### config.mk
export PLATFORM = sky130hd
export DESIGN_NAME = oip_top
export DESIGN_NICKNAME = d
export VERILOG_FILES = /design/src/rtl/oip_pkg.sv /design/src/rtl/oip_chan_if.sv /design/src/rtl/oip_chan.sv /design/src/rtl/oip_top.sv
export SDC_FILE = /design/constraint.sdc
export NUM_CORES = 1
export LEC_CHECK = 0
export ABC_AREA = 0
export BUFFER_PORTS_ARGS = -buffer_cell sky130_fd_sc_hd__clkbuf_2
export CAP_MARGIN = 20
export CORE_AREA = 2 2 145 147
export DETAILED_ROUTE_END_ITERATION = 12
export DIE_AREA = 0 0 147 149
export GPL_TIMING_DRIVEN = 0
export PLACE_DENSITY = 0.77
export SYNTH_ARGS = -nofsm -noshare
export SYNTH_HDL_FRONTEND = slang
export SYNTH_SLANG_ARGS = --single-unit
### constraint.sdc
create_clock -name mclk -period 5.3 [get_ports mclk]
set_input_delay 0.53 -clock mclk [delete_from_list [all_inputs] [get_ports mclk]]
set_output_delay 0.53 -clock mclk [all_outputs]
set_load 0.02 [all_outputs]
### src/rtl/oip_pkg.sv
// Constants and types for the output inhibit and power protection block
`default_nettype none
package oip_pkg;
    localparam int          CLK_PERIOD_NS  = 50;
    localparam int          INH_LAT_NS     = 5000;
    localparam int          INH_LAT_CYC    = INH_LAT_NS / CLK_PERIOD_NS;
    localparam int          SHUT_TIME_NS   = 1000000;
    localparam int          SHUT_CYC       = SHUT_TIME_NS / CLK_PERIOD_NS;
    localparam int          NCHAN          = 4;
    localparam int          PW             = 12;
    localparam int          SW             = 14;
    localparam logic [11:0] CHAN_MAX_W     = 12'h1F4;
    localparam logic [13:0] FRAME_HI_W     = 14'h04B0;
    localparam logic [13:0] FRAME_LO_W     = 14'h0258;
    localparam logic [13:0] LOWLINE_SUM_W  = 14'h0258;
    localparam logic [2:0]  PIN_INHIBIT    = 3'h3;
    localparam logic [2:0]  PIN_SYNC_FIRST = 3'h4;
    localparam logic [2:0]  FUNC_DIO       = 3'h0;
    localparam logic [2:0]  FUNC_INHIBIT   = 3'h1;
    localparam logic [2:0]  FUNC_OUTSTATE  = 3'h2;
    localparam logic [2:0]  FUNC_FAULT     = 3'h3;
    typedef enum logic [1:0] {OIP_MODE_OFF, OIP_MODE_LATCH, OIP_MODE_LIVE} oip_mode_t;
endpackage : oip_pkg
`default_nettype wire

### src/rtl/oip_chan_if.sv
// Per-channel signals between the top and a channel power-limit slice
`default_nettype none
interface oip_chan_if;
    logic [11:0] power;
    logic [11:0] ceiling;
    logic        shut_type;
    logic        clear;
    logic        flag;
    logic        trip;
    logic        regulate;
    modport top  (output power, ceiling, shut_type, clear, input flag, trip, regulate);
    modport chan (input power, ceiling, shut_type, clear, output flag, trip, regulate);
endinterface : oip_chan_if
`default_nettype wire

### src/rtl/oip_chan.sv
// Power-limit slice for one output channel
`default_nettype none
module oip_chan
    import oip_pkg::*;
#(
    parameter int SHUT_CYCLES = SHUT_CYC
) (
    // Clock and reset
    input wire logic mclk,
    input wire logic rst_b,
    // Channel link
    oip_chan_if.chan c
);
    logic        active;
    logic        over;
    logic [15:0] cnt;
    logic        trip;

    assign active = c.ceiling < CHAN_MAX_W;
    assign over   = active && (c.power > c.ceiling);

    always_ff @(posedge mclk or negedge rst_b) begin
        if (!rst_b) begin
            cnt <= 16'h0000;
        end else if (!over || !c.shut_type || trip) begin
            cnt <= 16'h0000;
        end else begin
            cnt <= cnt + 16'h0001;
        end
    end

    always_ff @(posedge mclk or negedge rst_b) begin
        if (!rst_b) begin
            trip <= 1'b0;
        end else if (over && c.shut_type && cnt == 16'(SHUT_CYCLES - 1)) begin
            trip <= 1'b1;
        end else if (c.clear) begin
            trip <= 1'b0;
        end
    end

    assign c.regulate = over && !c.shut_type;
    assign c.flag     = c.regulate || trip;
    assign c.trip     = trip;

    a_max_no_limit: assert property (
        @(posedge mclk) disable iff (!rst_b)
        (c.ceiling >= CHAN_MAX_W) |-> !c.regulate && !over)
        else $error("limit engaged at max ceiling");

    a_trip_timing: assert property (
        @(posedge mclk) disable iff (!rst_b)
        (over && c.shut_type && !trip && cnt == 16'(SHUT_CYCLES - 1)) |=> trip && c.flag)
        else $error("shutdown channel did not trip on time");
endmodule : oip_chan
`default_nettype wire

### src/rtl/oip_top.sv
// Remote inhibit, fault chaining and power protection control
// What this block does
// - Software enables inhibit on pin 3 only; polarity input picks true level
// - Act on inhibit change within 5 us
// - Latched mode: true edge disables all outputs
// - Live mode: outputs follow inhibit input
// - Off mode ignores inhibit input entirely
// - Inhibit mode kept in non-volatile storage
// - Inhibit disable also asserts fault output
// - Chained fault stays until explicitly cleared
// - Output-state function only on pins 4-7
// - Frame over-power turns all outputs off
// - Frame power fault sets status flag
// - Channel limit engages only below maximum
// - Regulating channels hold limit, flag, recover
// - Shutdown channels trip after about 1 ms
// - Low line rejects ceiling sum over 600W
// - Reset restores maximum ceiling; max write too unless low-line sum over 600W
// - Polarity picks high or low as true
// - Fault output latched until protect_clear or off-mode write with cause gone
`default_nettype none
module oip_top
    import oip_pkg::*;
#(
    parameter int SHUT_CYCLES = SHUT_CYC
) (
    // Clock and reset
    input  wire logic                   mclk,
    input  wire logic                   rst_b,
    // Pins
    input  wire logic                   disable_pin_in,
    output logic                        fault_out,
    // Pin function and polarity
    input  wire logic                   func_wr,
    input  wire logic [2:0]             func_pin,
    input  wire logic [2:0]             func_sel,
    input  wire logic                   disable_pin_polarity,
    output logic                        func_reject,
    output logic                        remote_disable_function,
    // Inhibit mode and its non-volatile copy
    input  wire logic                   mode_wr,
    input  wire oip_pkg::oip_mode_t     disable_mode_setting,
    input  wire oip_pkg::oip_mode_t     mode_nv_value,
    output oip_pkg::oip_mode_t          mode_nv_data,
    output logic                        mode_nv_wr,
    output oip_pkg::oip_mode_t          mode_now,
    // Protection
    input  wire logic                   protect_clear,
    input  wire logic                   low_line,
    output logic                        power_fault_flag,
    // Channels
    input  wire logic [3:0]             chan_out_req,
    input  wire logic [3:0]             chan_shut_type,
    input  wire logic [3:0][11:0]       chan_power,
    output logic [3:0]                  chan_enable,
    output logic [3:0]                  power_limit_flag,
    output logic [3:0]                  chan_regulate,
    // Power ceiling programming
    input  wire logic                   ceil_wr,
    input  wire logic                   ceil_to_max,
    input  wire logic [1:0]             ceil_chan,
    input  wire logic [11:0]            ceil_val,
    output logic                        ceil_reject,
    output logic [3:0][11:0]            channel_power_ceiling
);
    import oip_pkg::*;

    // ------------------------------------------------------------
    // Pin function and polarity
    // ------------------------------------------------------------
    logic pol_pos;
    logic func_bad;

    // Sync function on upper pins only
    assign func_bad = (func_sel == FUNC_OUTSTATE && func_pin < PIN_SYNC_FIRST)
                   || (func_sel == FUNC_INHIBIT && func_pin != PIN_INHIBIT)
                   || func_pin == 3'h0;

    always_ff @(posedge mclk or negedge rst_b) begin
        if (!rst_b) begin
            remote_disable_function <= 1'b0;
            pol_pos                 <= 1'b1;
        end else begin
            if (func_wr && !func_bad && func_pin == PIN_INHIBIT) begin
                remote_disable_function <= (func_sel == FUNC_INHIBIT);
            end
            pol_pos <= disable_pin_polarity;
        end
    end

    always_ff @(posedge mclk or negedge rst_b) begin
        if (!rst_b) begin
            func_reject <= 1'b0;
        end else begin
            func_reject <= func_wr && func_bad;
        end
    end

    // ------------------------------------------------------------
    // Inhibit mode with non-volatile copy
    // ------------------------------------------------------------
    oip_mode_t mode;
    logic      nv_loaded;
    logic      mode_off_evt;

    assign mode_off_evt = mode_wr && disable_mode_setting == OIP_MODE_OFF;

    // Restore after reset, store on write
    always_ff @(posedge mclk or negedge rst_b) begin
        if (!rst_b) begin
            mode         <= OIP_MODE_OFF;
            nv_loaded    <= 1'b0;
            mode_nv_wr   <= 1'b0;
            mode_nv_data <= OIP_MODE_OFF;
        end else begin
            nv_loaded  <= 1'b1;
            mode_nv_wr <= mode_wr;
            if (mode_wr) begin
                mode         <= disable_mode_setting;
                mode_nv_data <= disable_mode_setting;
            end else if (!nv_loaded) begin
                mode <= mode_nv_value;
            end
        end
    end

    assign mode_now = mode;

    // ------------------------------------------------------------
    // Inhibit input path
    // ------------------------------------------------------------
    logic pin_s1;
    logic pin_s2;
    logic inh_true;
    logic inh_prev;
    logic inh_latch;
    logic live_block;

    always_ff @(posedge mclk or negedge rst_b) begin
        if (!rst_b) begin
            pin_s1 <= 1'b0;
            pin_s2 <= 1'b0;
        end else begin
            pin_s1 <= disable_pin_in;
            pin_s2 <= pin_s1;
        end
    end

    assign inh_true = remote_disable_function && (pol_pos ? pin_s2 : !pin_s2);

    always_ff @(posedge mclk or negedge rst_b) begin
        if (!rst_b) begin
            inh_prev <= 1'b0;
        end else begin
            inh_prev <= inh_true;
        end
    end

    // Latch on true edge; off clears it
    always_ff @(posedge mclk or negedge rst_b) begin
        if (!rst_b) begin
            inh_latch <= 1'b0;
        end else if (mode == OIP_MODE_LATCH && inh_true && !inh_prev && !mode_wr) begin
            inh_latch <= 1'b1;
        end else if (mode_off_evt || mode == OIP_MODE_OFF) begin
            inh_latch <= 1'b0;
        end
    end

    assign live_block = mode == OIP_MODE_LIVE && inh_true;

    // ------------------------------------------------------------
    // Frame power fault
    // ------------------------------------------------------------
    logic [13:0] power_sum;
    logic [13:0] frame_limit;

    always_comb begin
        power_sum = 14'h0000;
        for (int i = 0; i < NCHAN; i++) begin
            power_sum = power_sum + 14'(chan_power[i]);
        end
    end

    assign frame_limit = low_line ? FRAME_LO_W : FRAME_HI_W;

    // Sticky flag, set wins over clear
    always_ff @(posedge mclk or negedge rst_b) begin
        if (!rst_b) begin
            power_fault_flag <= 1'b0;
        end else if (power_sum > frame_limit) begin
            power_fault_flag <= 1'b1;
        end else if (protect_clear) begin
            power_fault_flag <= 1'b0;
        end
    end

    // ------------------------------------------------------------
    // Channel power ceilings
    // ------------------------------------------------------------
    logic [13:0] ceil_sum;
    logic        ceil_bad;

    always_comb begin
        ceil_sum = 14'h0000;
        for (int i = 0; i < NCHAN; i++) begin
            if (2'(i) == ceil_chan) begin
                ceil_sum = ceil_sum + 14'(ceil_to_max ? CHAN_MAX_W : ceil_val);
            end else begin
                ceil_sum = ceil_sum + 14'(channel_power_ceiling[i]);
            end
        end
    end

    assign ceil_bad = (!ceil_to_max && ceil_val > CHAN_MAX_W)
                   || (low_line && ceil_sum > LOWLINE_SUM_W);

    always_ff @(posedge mclk or negedge rst_b) begin
        if (!rst_b) begin
            for (int i = 0; i < NCHAN; i++) begin
                channel_power_ceiling[i] <= CHAN_MAX_W;
            end
        end else if (ceil_wr && !ceil_bad) begin
            channel_power_ceiling[ceil_chan] <= ceil_to_max ? CHAN_MAX_W : ceil_val;
        end
    end

    always_ff @(posedge mclk or negedge rst_b) begin
        if (!rst_b) begin
            ceil_reject <= 1'b0;
        end else begin
            ceil_reject <= ceil_wr && ceil_bad;
        end
    end

    // ------------------------------------------------------------
    // Channel slices
    // ------------------------------------------------------------
    logic [3:0] trip;
    logic [3:0] flag;
    logic [3:0] regulate;

    for (genvar g = 0; g < NCHAN; g++) begin : g_chan
        oip_chan_if cif ();
        assign cif.power     = chan_power[g];
        assign cif.ceiling   = channel_power_ceiling[g];
        assign cif.shut_type = chan_shut_type[g];
        assign cif.clear     = protect_clear;
        assign trip[g]       = cif.trip;
        assign flag[g]       = cif.flag;
        assign regulate[g]   = cif.regulate;
        oip_chan #(
            .SHUT_CYCLES (SHUT_CYCLES)
        ) u_chan (
            .mclk  (mclk),
            .rst_b (rst_b),
            .c     (cif)
        );
    end

    always_ff @(posedge mclk or negedge rst_b) begin
        if (!rst_b) begin
            power_limit_flag <= 4'h0;
            chan_regulate    <= 4'h0;
        end else begin
            power_limit_flag <= flag;
            chan_regulate    <= regulate;
        end
    end

    // ------------------------------------------------------------
    // Output enables and fault output
    // ------------------------------------------------------------
    logic all_block;

    assign all_block = inh_latch || live_block || power_fault_flag;

    always_ff @(posedge mclk or negedge rst_b) begin
        if (!rst_b) begin
            chan_enable <= 4'h0;
        end else begin
            chan_enable <= all_block ? 4'h0 : (chan_out_req & ~trip);
        end
    end

    // Inhibit raises fault; held until cleared
    always_ff @(posedge mclk or negedge rst_b) begin
        if (!rst_b) begin
            fault_out <= 1'b0;
        end else if ((inh_latch && !mode_off_evt) || live_block || power_fault_flag
                     || (|trip)) begin
            fault_out <= 1'b1;
        end else if (protect_clear || mode_off_evt) begin
            fault_out <= 1'b0;
        end
    end

    // ------------------------------------------------------------
    // Checks
    // ------------------------------------------------------------
    a_inhibit_latency: assert property (
        @(posedge mclk) disable iff (!rst_b)
        ($rose(disable_pin_in) && pol_pos && remote_disable_function
         && mode == OIP_MODE_LIVE && !mode_wr) |-> ##[1:5] chan_enable == 4'h0)
        else $error("inhibit not applied within latency");

    a_latch_holds: assert property (
        @(posedge mclk) disable iff (!rst_b)
        inh_latch |=> chan_enable == 4'h0 && (inh_latch || $past(mode_off_evt)
                                              || mode == OIP_MODE_OFF))
        else $error("latched inhibit released outputs");

    a_live_follow: assert property (
        @(posedge mclk) disable iff (!rst_b)
        (mode == OIP_MODE_LIVE && !inh_true && !inh_latch && !power_fault_flag && trip == 4'h0)
        |=> chan_enable == $past(chan_out_req))
        else $error("live mode did not restore outputs");

    a_off_ignores: assert property (
        @(posedge mclk) disable iff (!rst_b)
        (mode == OIP_MODE_OFF && !power_fault_flag && trip == 4'h0)
        |=> chan_enable == $past(chan_out_req))
        else $error("off mode gated outputs");

    a_fault_chain: assert property (
        @(posedge mclk) disable iff (!rst_b)
        live_block |=> fault_out)
        else $error("inhibit did not raise fault output");

    a_fault_sticky: assert property (
        @(posedge mclk) disable iff (!rst_b)
        (fault_out && !protect_clear && !mode_off_evt) |=> fault_out)
        else $error("fault output dropped without clear");

    a_sync_reject: assert property (
        @(posedge mclk) disable iff (!rst_b)
        (func_wr && func_sel == FUNC_OUTSTATE && func_pin < PIN_SYNC_FIRST) |=> func_reject)
        else $error("output-state function accepted on low pin");

    a_frame_off: assert property (
        @(posedge mclk) disable iff (!rst_b)
        (power_sum > frame_limit) |=> power_fault_flag ##1 chan_enable == 4'h0)
        else $error("frame overload did not shut outputs");

    a_lowline_reject: assert property (
        @(posedge mclk) disable iff (!rst_b)
        (ceil_wr && low_line && ceil_sum > LOWLINE_SUM_W)
        |=> ceil_reject && channel_power_ceiling == $past(channel_power_ceiling))
        else $error("low line ceiling sum accepted");

    a_off_clears: assert property (
        @(posedge mclk) disable iff (!rst_b)
        mode_off_evt |=> !inh_latch)
        else $error("off mode left latch set");
endmodule : oip_top
`default_nettype wire

==> impl.org <==
** Job
- Reported max-cap violation count :: 0

** Timing
- Dividing the final minimum period by the clock period gives 1.08.
- Final Max Tran Viols :: 0
- In the post-route analysis, the smallest setup slack over all paths is -0.411 ns.
- Final Critical Period :: 5.71 ns
- Setup Skew :: 0.00970 ns
- Highest clock rate :: 175 MHz
- The number of hold-slack violations in the final timing report was 0.
- Final setup violation count :: 49
- Slew headroom :: 0.471
- Worst-margin pin slew :: 0.790 ns
- Hold is met by 0.0673 ns.
- Setup repair after global routing could not meet its margin everywhere.

** Cells and area
- Final nets :: 1581
- Area added between synthesis and finish :: 22.5%
- Fraction of final layout cells with drive strength greater than 1 :: 0.246

** Synthesis
- The share of synthesized area in the top cell type comes to 0.279.
- Count of flip-flops with a built-in enable after synthesis :: 0
- The synthesized netlist occupies a cell area of 10700 sq um.
- Most frequent cell after synthesis :: nor2_1
- The cell count after synthesis came out at 1151.
- The netlist uses 69 different library cells.
- Counting every net in the synthesized netlist gives 1377.
- Dominant synthesized flop cell :: dfrtp_1
- Number of register bits inferred by synthesis :: 144
- Largest cells by area after synthesis :: dfrtp_1 (28%), ha_1 (13%), dfstp_2 (6.2%)
- The average instance in the mapped netlist occupies 9.27 sq um.
- Share of synthesized area occupied by flip-flops and latches :: 0.341
- dfrtp_1 takes more of the synthesized area than any other cell.
- Synth warnings :: 0
- Top cells by count, synth :: nor2_1 (122), dfrtp_1 (119), ha_1 (109)
- Async S/R FF share, synth :: 1.00

** Setup path
- The largest single stage delay on the critical path is 0.41 ns.
- Worst R2R Setup Slack :: -0.24 ns
- For the worst flop-to-flop path, the logic depth is 26.
- Type of the worst setup path :: in2reg
- Of all nets on the critical path, the largest fanout is 5.
- The worst setup path is captured at a flip-flop.
- Data on the critical path arrives at its endpoint at 6.00 ns.
- The worst register-to-register path ends at g_chan[0].cif.ceiling[0].
- For the worst setup path, the data required time is 5.59 ns.
- Startpoint class of the critical path :: primary input
- Slowest cell on crit path :: a311o_1
- The worst register-to-register path begins at g_chan[1].cif.ceiling[0].

** Floorplanning
- The core region is 20600 sq um.
- Effective utilization at floorplan :: 0.519
- Die Span X :: 147 um
- Row generation in the floorplan step produced 53 rows.
- Number of primary I/O pins :: 160
- Area of the die :: 21900 sq um
- From bottom edge to top edge, the die measures 149 um.

** GRT
- Total congestion overflow :: 0
- The initial antenna violation count is 0.
- The first global-routing pass estimated 47.6 mm of wire.
- The number of global-route vias before repair was 9282.
- Across every metal layer, demand over resource in global routing totals 0.278.
- Maximum number of pins on one net before global-route repair :: 89

** Clocking
- Counting every sink on the clock net gives 144.
- Deepest level of the CTS H-tree :: 4
- TritonCTS clock tree :: yes
- The later pin in the worst-skew pair is clocked with a latency of 0.42 ns.
- In this run the clock root is driven by a clkbuf_16.
- Max Root-Sink Buffers :: 2
- In this run, post-CTS hold repair placed 0 buffers.
- Clock slew seen by the registers of the worst setup and hold paths :: 0.06 ns
- Clock tree synthesis inserted a total of 17 buffers.

** Power
- VDD sags by at most 822 uV.
- Combinational power share :: 0.718
- Leakage power :: 6.44 nW
- Internal portion of total power :: 4.91 mW
- Net Sw Frac :: 0.471
- Power density over cell area :: 710 nW/um^2
- The share of total power dissipated in the clock network is 0.117.
- The share of total power dissipated in sequential elements is 0.164.
- The analysis attributes to net switching a power of 4.37 mW.

** Routing
- First-pass detailed-route iteration total :: 7
- Avg WL per Cell :: 18.5 um
- Residual DRC count :: 0
- After detailed routing, the total wire length is 30.4 mm.
- In the routed layout, each cell is associated on average with a via count of 5.72.
- In this run the remaining antenna-violating nets after routing total 0.
- Via total after detailed routing :: 9399
- Detailed Route Iter0 Violations :: 540

** Placement
- Port Buffers :: 159
- Hpwl dp :: 23.2 mm
- Pre-CTS worst setup slack :: -1.14 ns
- At the end of routability-driven placement, the weighted congestion stood at 0.957.

** Status
- The run finished, with violations left.
- The final reports fail on negative setup slack.

** Hold path
- The tightest min-delay check is of the in2async type.
## logic make-up after synthesis
family | count (synthesis) | share of synthesized area
simple gates | 399 | 0.184
compound gates | 228 | 0.142
buf+inv | 114 | 0.0438
xor+xnor | 89 | 0.0731
mux | 40 | 0.0384
fa+ha+maj | 136 | 0.179
other cells | 1 | 0.000352
flops | 144 | 0.341
## flip-flops by register name, summed over array words and instances, names as in the netlist, 2 cells and up
name,cells
g_chan.u_chan.cnt,64
g_chan.cif.ceiling,48
chan_enable,4
chan_regulate,4
g_chan.u_chan.c.trip,4
power_limit_flag,4
mode_now,2
mode_nv_data,2
## power groups by stage
| stage | Sequential, mW | Clock, mW | Combinational [mW] |
|---|---|---|---|
| after floorplan | 1.63 | 0 | 4.00 |
| after global placement | 1.53 | 0 | 5.17 |
| after detailed placement | 1.53 | 0 | 5.31 |
| after CTS | 1.51 | 1.10 | 6.00 |
| after global routing | 1.54 | 1.15 | 7.22 |
| final | 1.53 | 1.09 | 6.66 |
## layout by cell type (no fill, tap or decap), drive strengths merged, types with 13 or more instances in the layout
cell type  instances
dfrtp            119
nor2             122
dfstp             25
nor3              13
and2              15
a21o              26
nand2            101
nand3             34
nand4             24
xor2              44
inv               89
clkbuf           196
a21oi             51
nand2b            13
and3              20
o21ai             81
ha               109
mux2i             33
nor2b             13
xnor2             45
buf               36
o21a              16
fa                27
## what timing repair did
item | CTS | global route
pin swaps | 30 | 36
gates cloned | 2 | 0
setup buffers | 16 | 8
endpoints found under the setup margin | 49 | 49
endpoints found under the hold margin | 0 | 0
resized for setup | 51 | 43
## worst max-delay path by stage
stage | start | endpoint | cells after the start
floorplan | ceil_chan[1] | g_chan[0].cif.ceiling[0] | 29
CTS | ceil_chan[0] | g_chan[0].cif.ceiling[0] | 30
detailed placement | ceil_to_max | g_chan[0].cif.ceiling[11] | 27
global route | ceil_chan[0] | g_chan[1].cif.ceiling[3] | 29
finish | ceil_chan[0] | g_chan[0].cif.ceiling[0] | 28
global placement | ceil_to_max | g_chan[0].cif.ceiling[0] | 26
## worst max-delay path: cells and delay by family
family / cells / cell delay (ns)
and+or+nand+nor: 8 / 1.58
AOI/OAI and AO/OA: 9 / 1.52
adders and majority gates: 4 / 1.14
buffers and inverters: 4 / 0.50
xor gates and xnor gates: 2 / 0.38
muxes: 1 / 0.33
## area by class of cell
class,count,area (sq um)
Antenna cell,1,2.50
Buffer,26,213
Clock buffer,20,447
Clock inverter,11,83.8
Fill cell,1663,7490
Inverter,87,327
Multi-Input combinational cell,893,6930
Sequential cell,144,3630
Tap cell,275,344
Timing Repair Buffer,186,1080
## layer usage
| metal | track usage | part of all wire | vias to the layer above | routed length, um |
|---|---|---|---|---|
| li1 | - | - | 4433 | - |
| met1 | 0.369 | 0.42 | 4530 | 12700 |
| met2 | 0.444 | 0.47 | 356 | 14200 |
| met3 | 0.0428 | 0.071 | 80 | 2160 |
| met4 | 0.148 | 0.045 | 0 | 1380 |
| met5 | 0 | 0 | - | 0 |
## through the flow
| step | setup TNS, ns | utilization | cell area (sq um) | cells | power, mW |
|---|---|---|---|---|---|
| floorplan | -8.51 | - | 10700 | 1151 | 5.63 |
| global placement | -44.50 | 0.578 | 11900 | 1585 | 6.70 |
| detailed placement | -51.37 | 0.579 | 11900 | 1586 | 6.84 |
| CTS | -13.40 | 0.623 | 12800 | 1634 | 8.62 |
| global route | -27.21 | 0.635 | 13100 | 1642 | 9.90 |
| finish | -16.46 | 0.635 | 13100 | 1643 | 9.27 |
Note: power is estimated with default switching activity, not from simulation.
